===== src/verilog/wdcsr_pkg.sv =====
// Constants, types and helpers shared by the watchdog control/status block.
// Assumes one system clock; the watchdog tick arrives as a sampled pin.
package wdcsr_pkg;
	localparam int ADDR_W = 8;
	localparam int DATA_W = 8;
	localparam int FIELD_W = 4;
	localparam int CNT_W = 14;
	localparam int SYNC_W = 2;

	localparam logic [ADDR_W-1:0] OFS_CONTROL = 8'h00;
	localparam logic [ADDR_W-1:0] OFS_STATUS = 8'h01;
	localparam logic [DATA_W-1:0] STATUS_RESET = 8'h00;
	localparam logic [DATA_W-1:0] RDATA_IDLE = 8'h00;

	localparam int CTL_PERIOD_LSB = 0;
	localparam int CTL_WINDOW_LSB = 4;
	localparam int STS_LOCK_BIT = 7;
	localparam int STS_BUSY_BIT = 0;

	localparam logic [FIELD_W-1:0] CODE_OFF = 4'h0;
	localparam logic [FIELD_W-1:0] CODE_MAX = 4'hB;
	localparam logic [FIELD_W-1:0] CODE_FIRST = 4'h1;
	localparam logic [CNT_W-1:0] BASE_CYCLES = 14'h0008;
	localparam logic [CNT_W-1:0] CNT_ONE = 14'h0001;
	localparam logic [CNT_W-1:0] CNT_ZERO = 14'h0000;

	// Watchdog clock edges needed to carry a new setting across
	localparam logic [SYNC_W-1:0] SYNC_TICKS = 2'h2;
	localparam logic [SYNC_W-1:0] SYNC_ONE = 2'h1;
	localparam logic [SYNC_W-1:0] SYNC_ZERO = 2'h0;

	typedef enum logic [2:0]
	{
		WDCSR_OFF = 3'b001,
		WDCSR_OPEN = 3'b010,
		WDCSR_CLOSED = 3'b100
	} wdcsr_state_t;

	function automatic logic wdcsr_code_ok(input logic [FIELD_W-1:0] code);
		wdcsr_code_ok = (code <= CODE_MAX);
	endfunction

	// Code 1 gives 8 cycles, each step doubles, code 0xB gives 8192
	function automatic logic [CNT_W-1:0] wdcsr_cycles(input logic [FIELD_W-1:0] code);
		wdcsr_cycles = BASE_CYCLES << (code - CODE_FIRST);
	endfunction

	function automatic logic [FIELD_W-1:0] wdcsr_period(input logic [DATA_W-1:0] cfg);
		wdcsr_period = cfg[CTL_PERIOD_LSB +: FIELD_W];
	endfunction

	function automatic logic [FIELD_W-1:0] wdcsr_window(input logic [DATA_W-1:0] cfg);
		wdcsr_window = cfg[CTL_WINDOW_LSB +: FIELD_W];
	endfunction
endpackage


===== src/verilog/wdcsr_xfer_if.sv =====
// Bundle between the register file and the setting-transfer stage.
// Assumes both ends run on mclk.
`timescale 1ns/1ns
interface wdcsr_xfer_if;
	logic tick;
	logic load;
	logic [7:0] cfg_new;
	logic [7:0] boot_cfg;
	logic [7:0] cfg_active;
	logic busy;

	modport regs (output tick, output load, output cfg_new, output boot_cfg,
		input cfg_active, input busy);
	modport xfer (input tick, input load, input cfg_new, input boot_cfg,
		output cfg_active, output busy);
endinterface

===== src/verilog/wdcsr_pin_sync.sv =====
// Three-stage sampler for the watchdog clock pin, giving one-cycle rise pulses.
// Assumes the pin is slow against mclk.
`timescale 1ns/1ns
module wdcsr_pin_sync
(
	input wire logic mclk,
	input wire logic sys_rst,
	input wire logic pin_in,
	output logic rise
);
	logic s1_q, s2_q, s3_q, lvl_q;
	logic s1_d, s2_d, s3_d, lvl_d;

	always_comb
	begin
		s1_d = pin_in;
		s2_d = s1_q;
		s3_d = s2_q;
		// Only a level that two late stages agree on counts
		lvl_d = (s2_q == s3_q) ? s3_q : lvl_q;
		rise = lvl_d & ~lvl_q;
	end

	always_ff @(posedge mclk)
	begin
		if (sys_rst)
		begin
			s1_q <= 1'b0;
			s2_q <= 1'b0;
			s3_q <= 1'b0;
			lvl_q <= 1'b0;
		end
		else
		begin
			s1_q <= s1_d;
			s2_q <= s2_d;
			s3_q <= s3_d;
			lvl_q <= lvl_d;
		end
	end
endmodule // wdcsr_pin_sync


===== src/verilog/wdcsr_top.sv =====
// Watchdog control and lock/sync status registers with the time-out engine.
// Assumes a CPU-side register port on mclk, a protect-unlock level from the
// CPU, and the slow watchdog clock arriving as a pin.
`timescale 1ns/1ns

module wdcsr_top
(
	input wire logic mclk,
	input wire logic sys_rst,
	input wire logic [wdcsr_pkg::ADDR_W-1:0] reg_addr,
	input wire logic [wdcsr_pkg::DATA_W-1:0] reg_wdata,
	input wire logic reg_wr,
	input wire logic reg_rd,
	output logic [wdcsr_pkg::DATA_W-1:0] reg_rdata,
	input wire logic change_protect,
	input wire logic debug_mode,
	input wire logic cpu_halted,
	input wire logic [wdcsr_pkg::DATA_W-1:0] boot_config_fuse,
	input wire logic wd_clock,
	input wire logic wd_restart_instr,
	output logic wd_sys_reset
);
	import wdcsr_pkg::*;

	////////////////////////////////////////////////////////////////////////
	// Declarations

	wdcsr_xfer_if xif ();

	logic tick;
	logic [DATA_W-1:0] ctl_q, ctl_d;
	logic lock_q, lock_d;
	logic boot_q, boot_d;
	logic [DATA_W-1:0] rdata_q, rdata_d;
	logic wr_ctl, wr_sts, ctl_take;
	logic [FIELD_W-1:0] new_per, new_win;

	wdcsr_state_t st_q, st_d;
	logic [CNT_W-1:0] cnt_q, cnt_d;
	logic pend_q, pend_d;
	logic bark_q, bark_d;
	logic restart_now;
	logic [FIELD_W-1:0] act_per, act_win;
	logic enabled, windowed;
	logic [CNT_W-1:0] open_lim, closed_lim;

	////////////////////////////////////////////////////////////////////////
	// Watchdog clock pin and setting transfer

	wdcsr_pin_sync u_pin_sync
	(
		.mclk(mclk),
		.sys_rst(sys_rst),
		.pin_in(wd_clock),
		.rise(tick)
	);

	wdcsr_xfer u_xfer
	(
		.mclk(mclk),
		.sys_rst(sys_rst),
		.bus(xif)
	);

	assign xif.tick = tick;
	assign xif.load = ctl_take;
	assign xif.cfg_new = ctl_d;
	assign xif.boot_cfg = boot_config_fuse;

	////////////////////////////////////////////////////////////////////////
	// Register file

	always_comb
	begin
		wr_ctl = reg_wr && (reg_addr == OFS_CONTROL);
		wr_sts = reg_wr && (reg_addr == OFS_STATUS);
		// Protected and unlocked writes only
		ctl_take = wr_ctl && change_protect && !lock_q;
		new_per = wdcsr_period(reg_wdata);
		new_win = wdcsr_window(reg_wdata);
		ctl_d = ctl_q;
		if (ctl_take)
		begin
			// A reserved code leaves that field as it was
			if (wdcsr_code_ok(new_per))
			begin
				ctl_d[CTL_PERIOD_LSB +: FIELD_W] = new_per;
			end
			if (wdcsr_code_ok(new_win))
			begin
				ctl_d[CTL_WINDOW_LSB +: FIELD_W] = new_win;
			end
		end
	end

	always_comb
	begin
		boot_d = 1'b0;
		lock_d = lock_q;
		if (wr_sts && change_protect)
		begin
			if (reg_wdata[STS_LOCK_BIT])
			begin
				lock_d = 1'b1;
			end
			else if (debug_mode)
			begin
				lock_d = 1'b0;
			end
		end
		// Boot-time lock is applied after any clear, so it wins
		if (boot_q && (wdcsr_period(ctl_q) != CODE_OFF))
		begin
			lock_d = 1'b1;
		end
	end

	always_comb
	begin
		rdata_d = RDATA_IDLE;
		if (reg_rd)
		begin
			case (reg_addr)
				OFS_CONTROL:
				begin
					rdata_d = ctl_q;
				end
				OFS_STATUS:
				begin
					rdata_d = STATUS_RESET;
					rdata_d[STS_LOCK_BIT] = lock_q;
					rdata_d[STS_BUSY_BIT] = xif.busy;
				end
				default:
				begin
					rdata_d = RDATA_IDLE;
				end
			endcase
		end
	end

	always_ff @(posedge mclk)
	begin
		if (sys_rst)
		begin
			ctl_q <= boot_config_fuse;
			lock_q <= STATUS_RESET[STS_LOCK_BIT];
			boot_q <= 1'b1;
			rdata_q <= RDATA_IDLE;
		end
		else
		begin
			ctl_q <= ctl_d;
			lock_q <= lock_d;
			boot_q <= boot_d;
			rdata_q <= rdata_d;
		end
	end

	assign reg_rdata = rdata_q;

	////////////////////////////////////////////////////////////////////////
	// Time-out engine, counting watchdog clock edges

	always_comb
	begin
		act_per = wdcsr_period(xif.cfg_active);
		act_win = wdcsr_window(xif.cfg_active);
		enabled = (act_per != CODE_OFF);
		windowed = (act_win != CODE_OFF);
		open_lim = wdcsr_cycles(act_per);
		closed_lim = wdcsr_cycles(act_win);
	end

	always_comb
	begin
		// A restart is held until the next watchdog edge consumes it
		restart_now = pend_q || wd_restart_instr;
		pend_d = restart_now && !tick;
		st_d = st_q;
		cnt_d = cnt_q;
		bark_d = bark_q;
		if (cpu_halted)
		begin
			// Halt clears the count; first period after is a plain one
			cnt_d = CNT_ZERO;
			st_d = enabled ? WDCSR_OPEN : WDCSR_OFF;
		end
		else if (tick)
		begin
			case (st_q)
				WDCSR_OFF:
				begin
					cnt_d = CNT_ZERO;
					if (enabled)
					begin
						// A restart met on the way in must not be lost
						st_d = (restart_now && windowed) ? WDCSR_CLOSED : WDCSR_OPEN;
					end
				end
				WDCSR_OPEN:
				begin
					if (!enabled)
					begin
						st_d = WDCSR_OFF;
						cnt_d = CNT_ZERO;
					end
					else if (restart_now)
					begin
						cnt_d = CNT_ZERO;
						// Window only starts after the first restart
						st_d = windowed ? WDCSR_CLOSED : WDCSR_OPEN;
					end
					else if (cnt_q >= open_lim - CNT_ONE)
					begin
						bark_d = 1'b1;
					end
					else
					begin
						cnt_d = cnt_q + CNT_ONE;
					end
				end
				WDCSR_CLOSED:
				begin
					if (!enabled)
					begin
						st_d = WDCSR_OFF;
						cnt_d = CNT_ZERO;
					end
					else if (restart_now)
					begin
						bark_d = 1'b1;
					end
					else if (!windowed || (cnt_q >= closed_lim - CNT_ONE))
					begin
						st_d = WDCSR_OPEN;
						cnt_d = CNT_ZERO;
					end
					else
					begin
						cnt_d = cnt_q + CNT_ONE;
					end
				end
				default:
				begin
					st_d = WDCSR_OFF;
					cnt_d = CNT_ZERO;
				end
			endcase
		end
	end

	always_ff @(posedge mclk)
	begin
		if (sys_rst)
		begin
			st_q <= WDCSR_OFF;
			cnt_q <= CNT_ZERO;
			pend_q <= 1'b0;
			bark_q <= 1'b0;
		end
		else
		begin
			st_q <= st_d;
			cnt_q <= cnt_d;
			pend_q <= pend_d;
			bark_q <= bark_d;
		end
	end

	// Held until the system reset comes back around
	assign wd_sys_reset = bark_q;
endmodule // wdcsr_top


===== src/verilog/wdcsr_xfer.sv =====
// Carries a written control value into the watchdog tick domain.
// Assumes one-cycle load pulses and tick pulses on mclk.
`timescale 1ns/1ns
module wdcsr_xfer
(
	input wire logic mclk,
	input wire logic sys_rst,
	wdcsr_xfer_if.xfer bus
);
	import wdcsr_pkg::*;

	logic [DATA_W-1:0] held_q, held_d, act_q, act_d;
	logic busy_q, busy_d;
	logic [SYNC_W-1:0] cnt_q, cnt_d;

	always_comb
	begin
		held_d = held_q;
		act_d = act_q;
		busy_d = busy_q;
		cnt_d = cnt_q;
		// A new load restarts the transfer with the latest value
		if (bus.load)
		begin
			held_d = bus.cfg_new;
			busy_d = 1'b1;
			cnt_d = SYNC_ZERO;
		end
		else if (busy_q && bus.tick)
		begin
			if (cnt_q == SYNC_TICKS - SYNC_ONE)
			begin
				act_d = held_q;
				busy_d = 1'b0;
			end
			else
			begin
				cnt_d = cnt_q + SYNC_ONE;
			end
		end
	end

	always_ff @(posedge mclk)
	begin
		if (sys_rst)
		begin
			held_q <= bus.boot_cfg;
			act_q <= bus.boot_cfg;
			busy_q <= 1'b0;
			cnt_q <= SYNC_ZERO;
		end
		else
		begin
			held_q <= held_d;
			act_q <= act_d;
			busy_q <= busy_d;
			cnt_q <= cnt_d;
		end
	end

	assign bus.cfg_active = act_q;
	assign bus.busy = busy_q;
endmodule // wdcsr_xfer


===== config.mk =====
export PLATFORM = sky130hd
export DESIGN_NAME = wdcsr_top
export DESIGN_NICKNAME = d
export VERILOG_FILES = /design/src/verilog/wdcsr_pkg.sv /design/src/verilog/wdcsr_xfer_if.sv /design/src/verilog/wdcsr_pin_sync.sv /design/src/verilog/wdcsr_top.sv /design/src/verilog/wdcsr_xfer.sv
export SDC_FILE = /design/constraint.sdc
export NUM_CORES = 1
export LEC_CHECK = 0
export ABC_AREA = 0
export BUFFER_PORTS_ARGS = -buffer_cell sky130_fd_sc_hd__buf_2
export CELL_PAD_IN_SITES_DETAIL_PLACEMENT = 1
export CELL_PAD_IN_SITES_GLOBAL_PLACEMENT = 1
export CORE_MARGIN = 2
export CORE_UTILIZATION = 48
export CTS_CLUSTER_DIAMETER = 100
export DETAILED_ROUTE_END_ITERATION = 8
export PLACE_DENSITY_LB_ADDON = 0.1
export SKIP_CTS_REPAIR_TIMING = 1
export SLEW_MARGIN = 25
export SYNTH_ARGS = -nofsm -noshare
export SYNTH_HDL_FRONTEND = slang
export SYNTH_SLANG_ARGS = --single-unit

===== constraint.sdc =====
create_clock -name mclk -period 5.65 [get_ports mclk]
set_clock_uncertainty 0.1 [all_clocks]
set_input_delay 0.2825 -clock mclk [delete_from_list [all_inputs] [get_ports mclk]]
set_output_delay 0.2825 -clock mclk [all_outputs]
set_load 0.01 [all_outputs]

Yosys cells after proc, flatten, opt, wreduce, memory -nomap -nowiden
Cells that the tools add are included.
- add/sub/neg operators: 6
- magnitude comparators: 4
- eq/ne operators: 18
- shifts and indexed selects: 2
- multiplexer cells: 45
- bitwise logic cells: 5
- reduce and logical (&&, ||, !) cells: 37
- operators with widths (operator ; number):
    14-bit two-way mux ; 6
    8-bit two-way mux ; 8
    3-bit two-way mux ; 10
    14-bit greater-or-equal comparator ; 2
    14-bit one-hot mux with 2 select lines ; 1
    4-bit by 4-bit left shift with 14-bit output, first input constant ; 2
    14-bit by 1-bit subtractor with 14-bit output, second input constant ; 2
    4-bit != test, second input constant ; 4
    8-bit one-hot mux with 2 select lines ; 1
    2-bit nonzero test ; 8
    14-bit by 1-bit adder with 14-bit output, second input constant ; 1
    1-bit two-way mux ; 14
    2-bit != test, second input constant ; 6
    4-bit nonzero test ; 3
    1-bit logical AND ; 9
    3-bit one-hot mux with 3 select lines ; 1
    8-bit by 1-bit equality test with 1-bit output, second input constant ; 1
    4-bit <= comparator, second input constant ; 2
    8-bit logical NOT ; 1
    4-bit two-way mux ; 2
    8-bit AND reduction ; 1
    4-bit by 1-bit subtractor with 4-bit output, second input constant ; 2
    3-bit != test, second input constant ; 2
    2-bit AND reduction ; 3
    other kinds (16) ; 25
- flip-flop bits (word level): 60
- bits of input ports: 33
- output and inout port bits: 9
- logic and storage cells: 133

Logic depth before layout (Yosys ltp)
- depth after elaboration: 11
- depth in mapped cells: 15

By module
From an unflattened synthesis, not the netlist that was laid out.
- cell total of the unflattened synthesis: 454
- area total of the unflattened synthesis: 3806.2 um2
- by module, submodules not included (module ; instances ; cells an instance ; area an instance (um2) ; sequential area each (um2)):
    wdcsr_top ; 1 ; 366 ; 2846.5 ; 740.7
    wdcsr_xfer ; 1 ; 76 ; 839.6 ; 540.5
    wdcsr_pin_sync ; 1 ; 12 ; 120.1 ; 80.1

Worst setup path before layout
Ideal clock, no wire load.
- kind: reg2reg
- start point: register u_xfer.act_q[0], in the netlist u_xfer.bus.cfg_active[0]
- end point: register cnt_q[12]
- arrival time: 3.158 ns
- required time: 5.433 ns
- setup slack: 2.275 ns
- stages on the path, launching flop included: 16
- path buffers: 3
- clock period less this slack: 3.375 ns
- cells stage by stage: edfxtp_1 clkbuf_1 nor2b_1 nand2_1 ha_1 buf_1 nor3b_1 a32oi_1 ha_1 a21oi_1 o21ai_0 a221oi_4 a21oi_2 buf_6 a21o_1 a22o_1
- word-level cells in the longest chain between the ends: 6
- elaborated cells between the ends (all ways): 11
- those cells by class: add/sub (2); order compare (1); eq/ne (2); shift (1); mux (3); reduce/logical (2)
- ends and longest elaborated chain (item ; line ; source):
    from (decl) ; wdcsr_xfer.sv:12 ; logic [DATA_W-1:0] held_q, held_d, act_q, act_d;
    from (signal assigned) ; wdcsr_xfer.sv:48 ; act_q <= bus.boot_cfg;
    from (signal assigned) ; wdcsr_xfer.sv:55 ; act_q <= act_d;
    4-bit by 1-bit subtractor with 4-bit output ; wdcsr_pkg.sv:45 ; wdcsr_cycles = BASE_CYCLES << (code - CODE_FIRST);
    4-bit by 4-bit left shift with 14-bit output ; wdcsr_pkg.sv:45 ;
    14-bit by 1-bit subtractor with 14-bit output ; wdcsr_top.sv:214 ; else if (cnt_q >= open_lim - CNT_ONE)
    14-bit greater-or-equal comparator ; wdcsr_top.sv:214 ;
    4-bit != test (no line) ; -- ;
    3-bit AND reduction (no line) ; -- ;
    to (signal assigned) ; wdcsr_top.sv:265 ; cnt_q <= cnt_d;
    to (decl) ; wdcsr_top.sv:39 ; logic [CNT_W-1:0] cnt_q, cnt_d;
Parallel ways exist; a longest one is shown, timed or not.
A chain may end at the register's enable or synchronous reset.

Worst setup path after layout
- start point: register u_xfer.act_q[7], in the netlist u_xfer.bus.cfg_active[7]
- end point: register cnt_q[2]
- word-level cells in the longest chain between the ends: 9
- elaborated cells between the ends (all ways): 11
- those cells by class: add/sub (2); order compare (1); shift (1); mux (4); reduce/logical (3)
- ends and longest elaborated chain (item ; line ; source):
    4-bit by 1-bit subtractor with 4-bit output ; wdcsr_pkg.sv:45 ;
    4-bit by 4-bit left shift with 14-bit output ; wdcsr_pkg.sv:45 ;
    14-bit by 1-bit subtractor with 14-bit output ; wdcsr_top.sv:234 ; else if (!windowed || (cnt_q >= closed_lim - CNT_ONE))
    14-bit greater-or-equal comparator ; wdcsr_top.sv:234 ;
    1-bit logical OR * ; wdcsr_top.sv:234 ;
    14-bit two-way mux * ; wdcsr_top.sv:234 ;
    14-bit two-way mux * ; wdcsr_top.sv:230 ; else if (restart_now)
    14-bit two-way mux * ; wdcsr_top.sv:225 ; if (!enabled)
    14-bit one-hot mux with 2 select lines * ; wdcsr_top.sv:191 ; case (st_q)
Mark *: on every way between the ends. The rest lies on a longest branch, timed or not. The select of a mux whose other input is x is not followed.

==> key figures <==
Status
  – Status: finished, final reports clean

Logic synthesis
  – Synth Register Bits: 60
  – Top-area cell type share of the netlist area: 0.246
  – Synth Warn #: 0
  – Synthesized cell area: about 3600 um^2
  – Dominant cell type by area after synthesis: dfxtp_1
  – Dominant synthesized flop cell: dfxtp_1
  – FFs w/ async S/R, synth: 0
  – Syn nets: 466
  – Post-synth EDFFs: 16
  – Netlist cell types: 60
  – Post-Syn Instances: 407
  – Post-synthesis sequential area ratio: 0.381
  – Post-synthesis area per instance: 8.78 um^2
  – Synth top area cells: dfxtp_1, edfxtp_1, ha_1

Setup path
  – Worst R2R Setup Slack: 1.53 ns
  – CP Launch Type: flip-flop
  – Crit path required time: 5.81 ns
  – Worst path cell trace: nor2_1 > nand3b_1 > ha_1 > nor3b_1 > a22oi_1 > ha_1 > a21o_1 > a2111oi_0 > nand3_1 > a211oi_2 > a21oi_1 > o22ai_1
  – WP data arrival: 4.28 ns
  – Delay-heaviest family, CP: compound AO/OA/AOI/OAI gates
  – CP max-delay cell: a211oi_2
  – Worst path most repeated cell: ha_1
  – Critical path buffer and inverter count: 0
  – CP max FO: 13
  – Critical path class: reg2reg
  – CP endpoint kind: flip-flop
  – CP max stage delay: approximately 0.73 ns

Detailed routing
  – M1 WL: 3.92 mm
  – DR WL/cell: 16.8 um
  – Met2 wire len: 4.75 mm
  – Top layer reached by signal wires: met4
  – First DRT Iteration DRCs: 119
  – Total Wirelength: 9.13 mm
  – DR DRC count: 0
  – Vias/cell: 5.82
  – Via Count: 3,154
  – Drt pass-1 iters: 4
  – ANT nets after route: 0
  – Wire length on met3: 254 um

Clock network
  – CTS Sinks: 60
  – Clk_lat worst skew: about 0.34 ns
  – CTS tree: done
  – Clock Tree Buf Depth: 2
  – H-Tree Depth: 3
  – Clock-pin slew on the worst setup and hold paths: approximately 0.08 ns
  – Cts bufs inserted: 9
  – Clock root buffer: clkbuf_8

Die
  – Initial core utilization: 0.495
  – Die ar.: approximately 8200 um^2
  – Die Ht: 90.3 um
  – Site Rows: 31
  – Core ar.: about 7200 um^2
  – Die W: 90.3 um
  – I/O pin count: 42

Power and ir drop
  – Leakage: about 0.0017 uW
  – Worst VDD drop: 178 uV
  – Pwr dens: 265 nW/um^2

STA
  – RSZ-0062 raised after global routing: no
  – Min Hold Slack: 0.0673 ns
  – Max-slew violations: 0
  – Post-layout worst setup margin: 1.53 ns
  – Post-Route Setup TNS: 0 ns
  – Fmax: around 0.24 GHz
  – Final Setup Violations: 0
  – Endpoints failing hold: 0
  – Crit path time final: 4.12 ns
  – Worst rel slew slack: 0.470
  – Slew @ Worst Pin: 0.788 ns
  – Crit share post-route: 0.730

Final layout
  – Multi-input logic area: around 2000 um^2
  – Seq. cell area: 1360 um^2
  – Commonest cells after routing, fill and taps aside: dfxtp_1, buf_2, nor2_1, nand2_1, ha_1
  – Final Util: 0.561
  – Layout area overhead: 13.2%
  – Leading cell type in the layout, fill and taps excluded: dfxtp_1
  – Nets: 497
  – # fillers: about 900
  – Post-Layout Inst Area: 4050 um^2
  – Share of cells above drive strength 1: 0.160
  – Ant diodes: 0

Worst hold path
  – HP Class: in2reg

Global route
  – Congestion Overflow GR: 0
  – First-pass GRT wire length: 15.5 mm
  – Number of global-route vias before repair: 3,327
  – Initial antenna violation count: 0
  – All-Layer GR Usage: 0.236
  – Largest net degree at the start of global routing: slightly above 40

Placed design
  – RePlAce Congestion: 0.839
  – Dpl ws: 1.73 ns
  – HPWL Detailed: slightly below 7 mm
  – Placed cell area: 3800 um^2
  – Buffers on Ports: about 40

Run
  – Max_cap viols: 0
cell usage after synthesis (3+ instances only):
cell,number
nand3_1,13
ha_1,26
o31ai_1,5
and2_1,6
clkbuf_1,13
o22ai_1,4
or2_2,4
nand4_1,7
a22oi_1,6
xnor2_1,4
a211oi_1,7
o21ai_1,4
a21oi_1,16
and3_1,5
nor4_1,3
mux2i_1,6
nor2b_1,7
a211o_1,5
a21o_1,7
o21a_1,4
o2bb2ai_1,3
edfxtp_1,16
dfxtp_1,44
nand2_1,35
a32oi_1,4
nor2_1,40
o21ai_0,18
a21oi_2,3
a22o_1,6
nor3b_1,6
inv_1,22
nor3_1,13
nand2b_1,11
area by class of cell:
type / count / area share
clock buffer: 11 / 0.0402
clock inverter: 5 / 0.0201
inverter: 22 / 0.0204
multi-input combinational: 304 / 0.501
sequential: 60 / 0.337
tap: 99 / 0.0306
timing repair buffer: 41 / 0.0507
final timing paths:
path | depth (start not counted) | startpoint | end
max | 12 | u_xfer.bus.cfg_active[7] | cnt_q[2]
min | 2 | wd_clock | u_pin_sync.s1_q
max reg2reg | 12 | u_xfer.bus.cfg_active[7] | cnt_q[2]
min reg2reg | 1 | u_pin_sync.s1_q | u_pin_sync.s2_q
metal layers:
metal,vias up,global-route usage
met3,18,0.0392
met1,1525,0.273
met2,62,0.430
li1,1549,-
met5,-,0
met4,0,0.0962
kinds of logic (layout without fill, tap and decap cells):
| kind of cell | Yosys count | count (layout) | synth area share |
|---|---|---|---|
| compound gates | 107 | 107 | 0.216 |
| flops | 60 | 60 | 0.381 |
| fa+ha+maj | 26 | 26 | 0.0910 |
| mux | 6 | 6 | 0.0168 |
| xor+xnor | 5 | 5 | 0.0123 |
| simple gates | 160 | 160 | 0.231 |
| buf+inv | 43 | 79 | 0.0515 |
registers in the layout (all words and copies together) (netlist names), 2 cells and up:
register	count
cnt_q	14
ctl_q	8
reg_rdata	8
u_xfer.bus.cfg_active	8
u_xfer.held_q	8
st_q	3
u_xfer.cnt_q	2
report_power, final:
part           internal (uW)  switching (uW)
clock                    287             185
sequential               461            23.1
combinational           49.4            64.6
total                    798             272
stage by stage:
stage / cells / total power (uW)
finish: 542 / 1070
floorplan: 407 / 569
global route: 542 / 1110
CTS: 542 / 1070
detailed placement: 526 / 606
global placement: 526 / 600
Note: power is estimated with default switching activity, not from simulation.
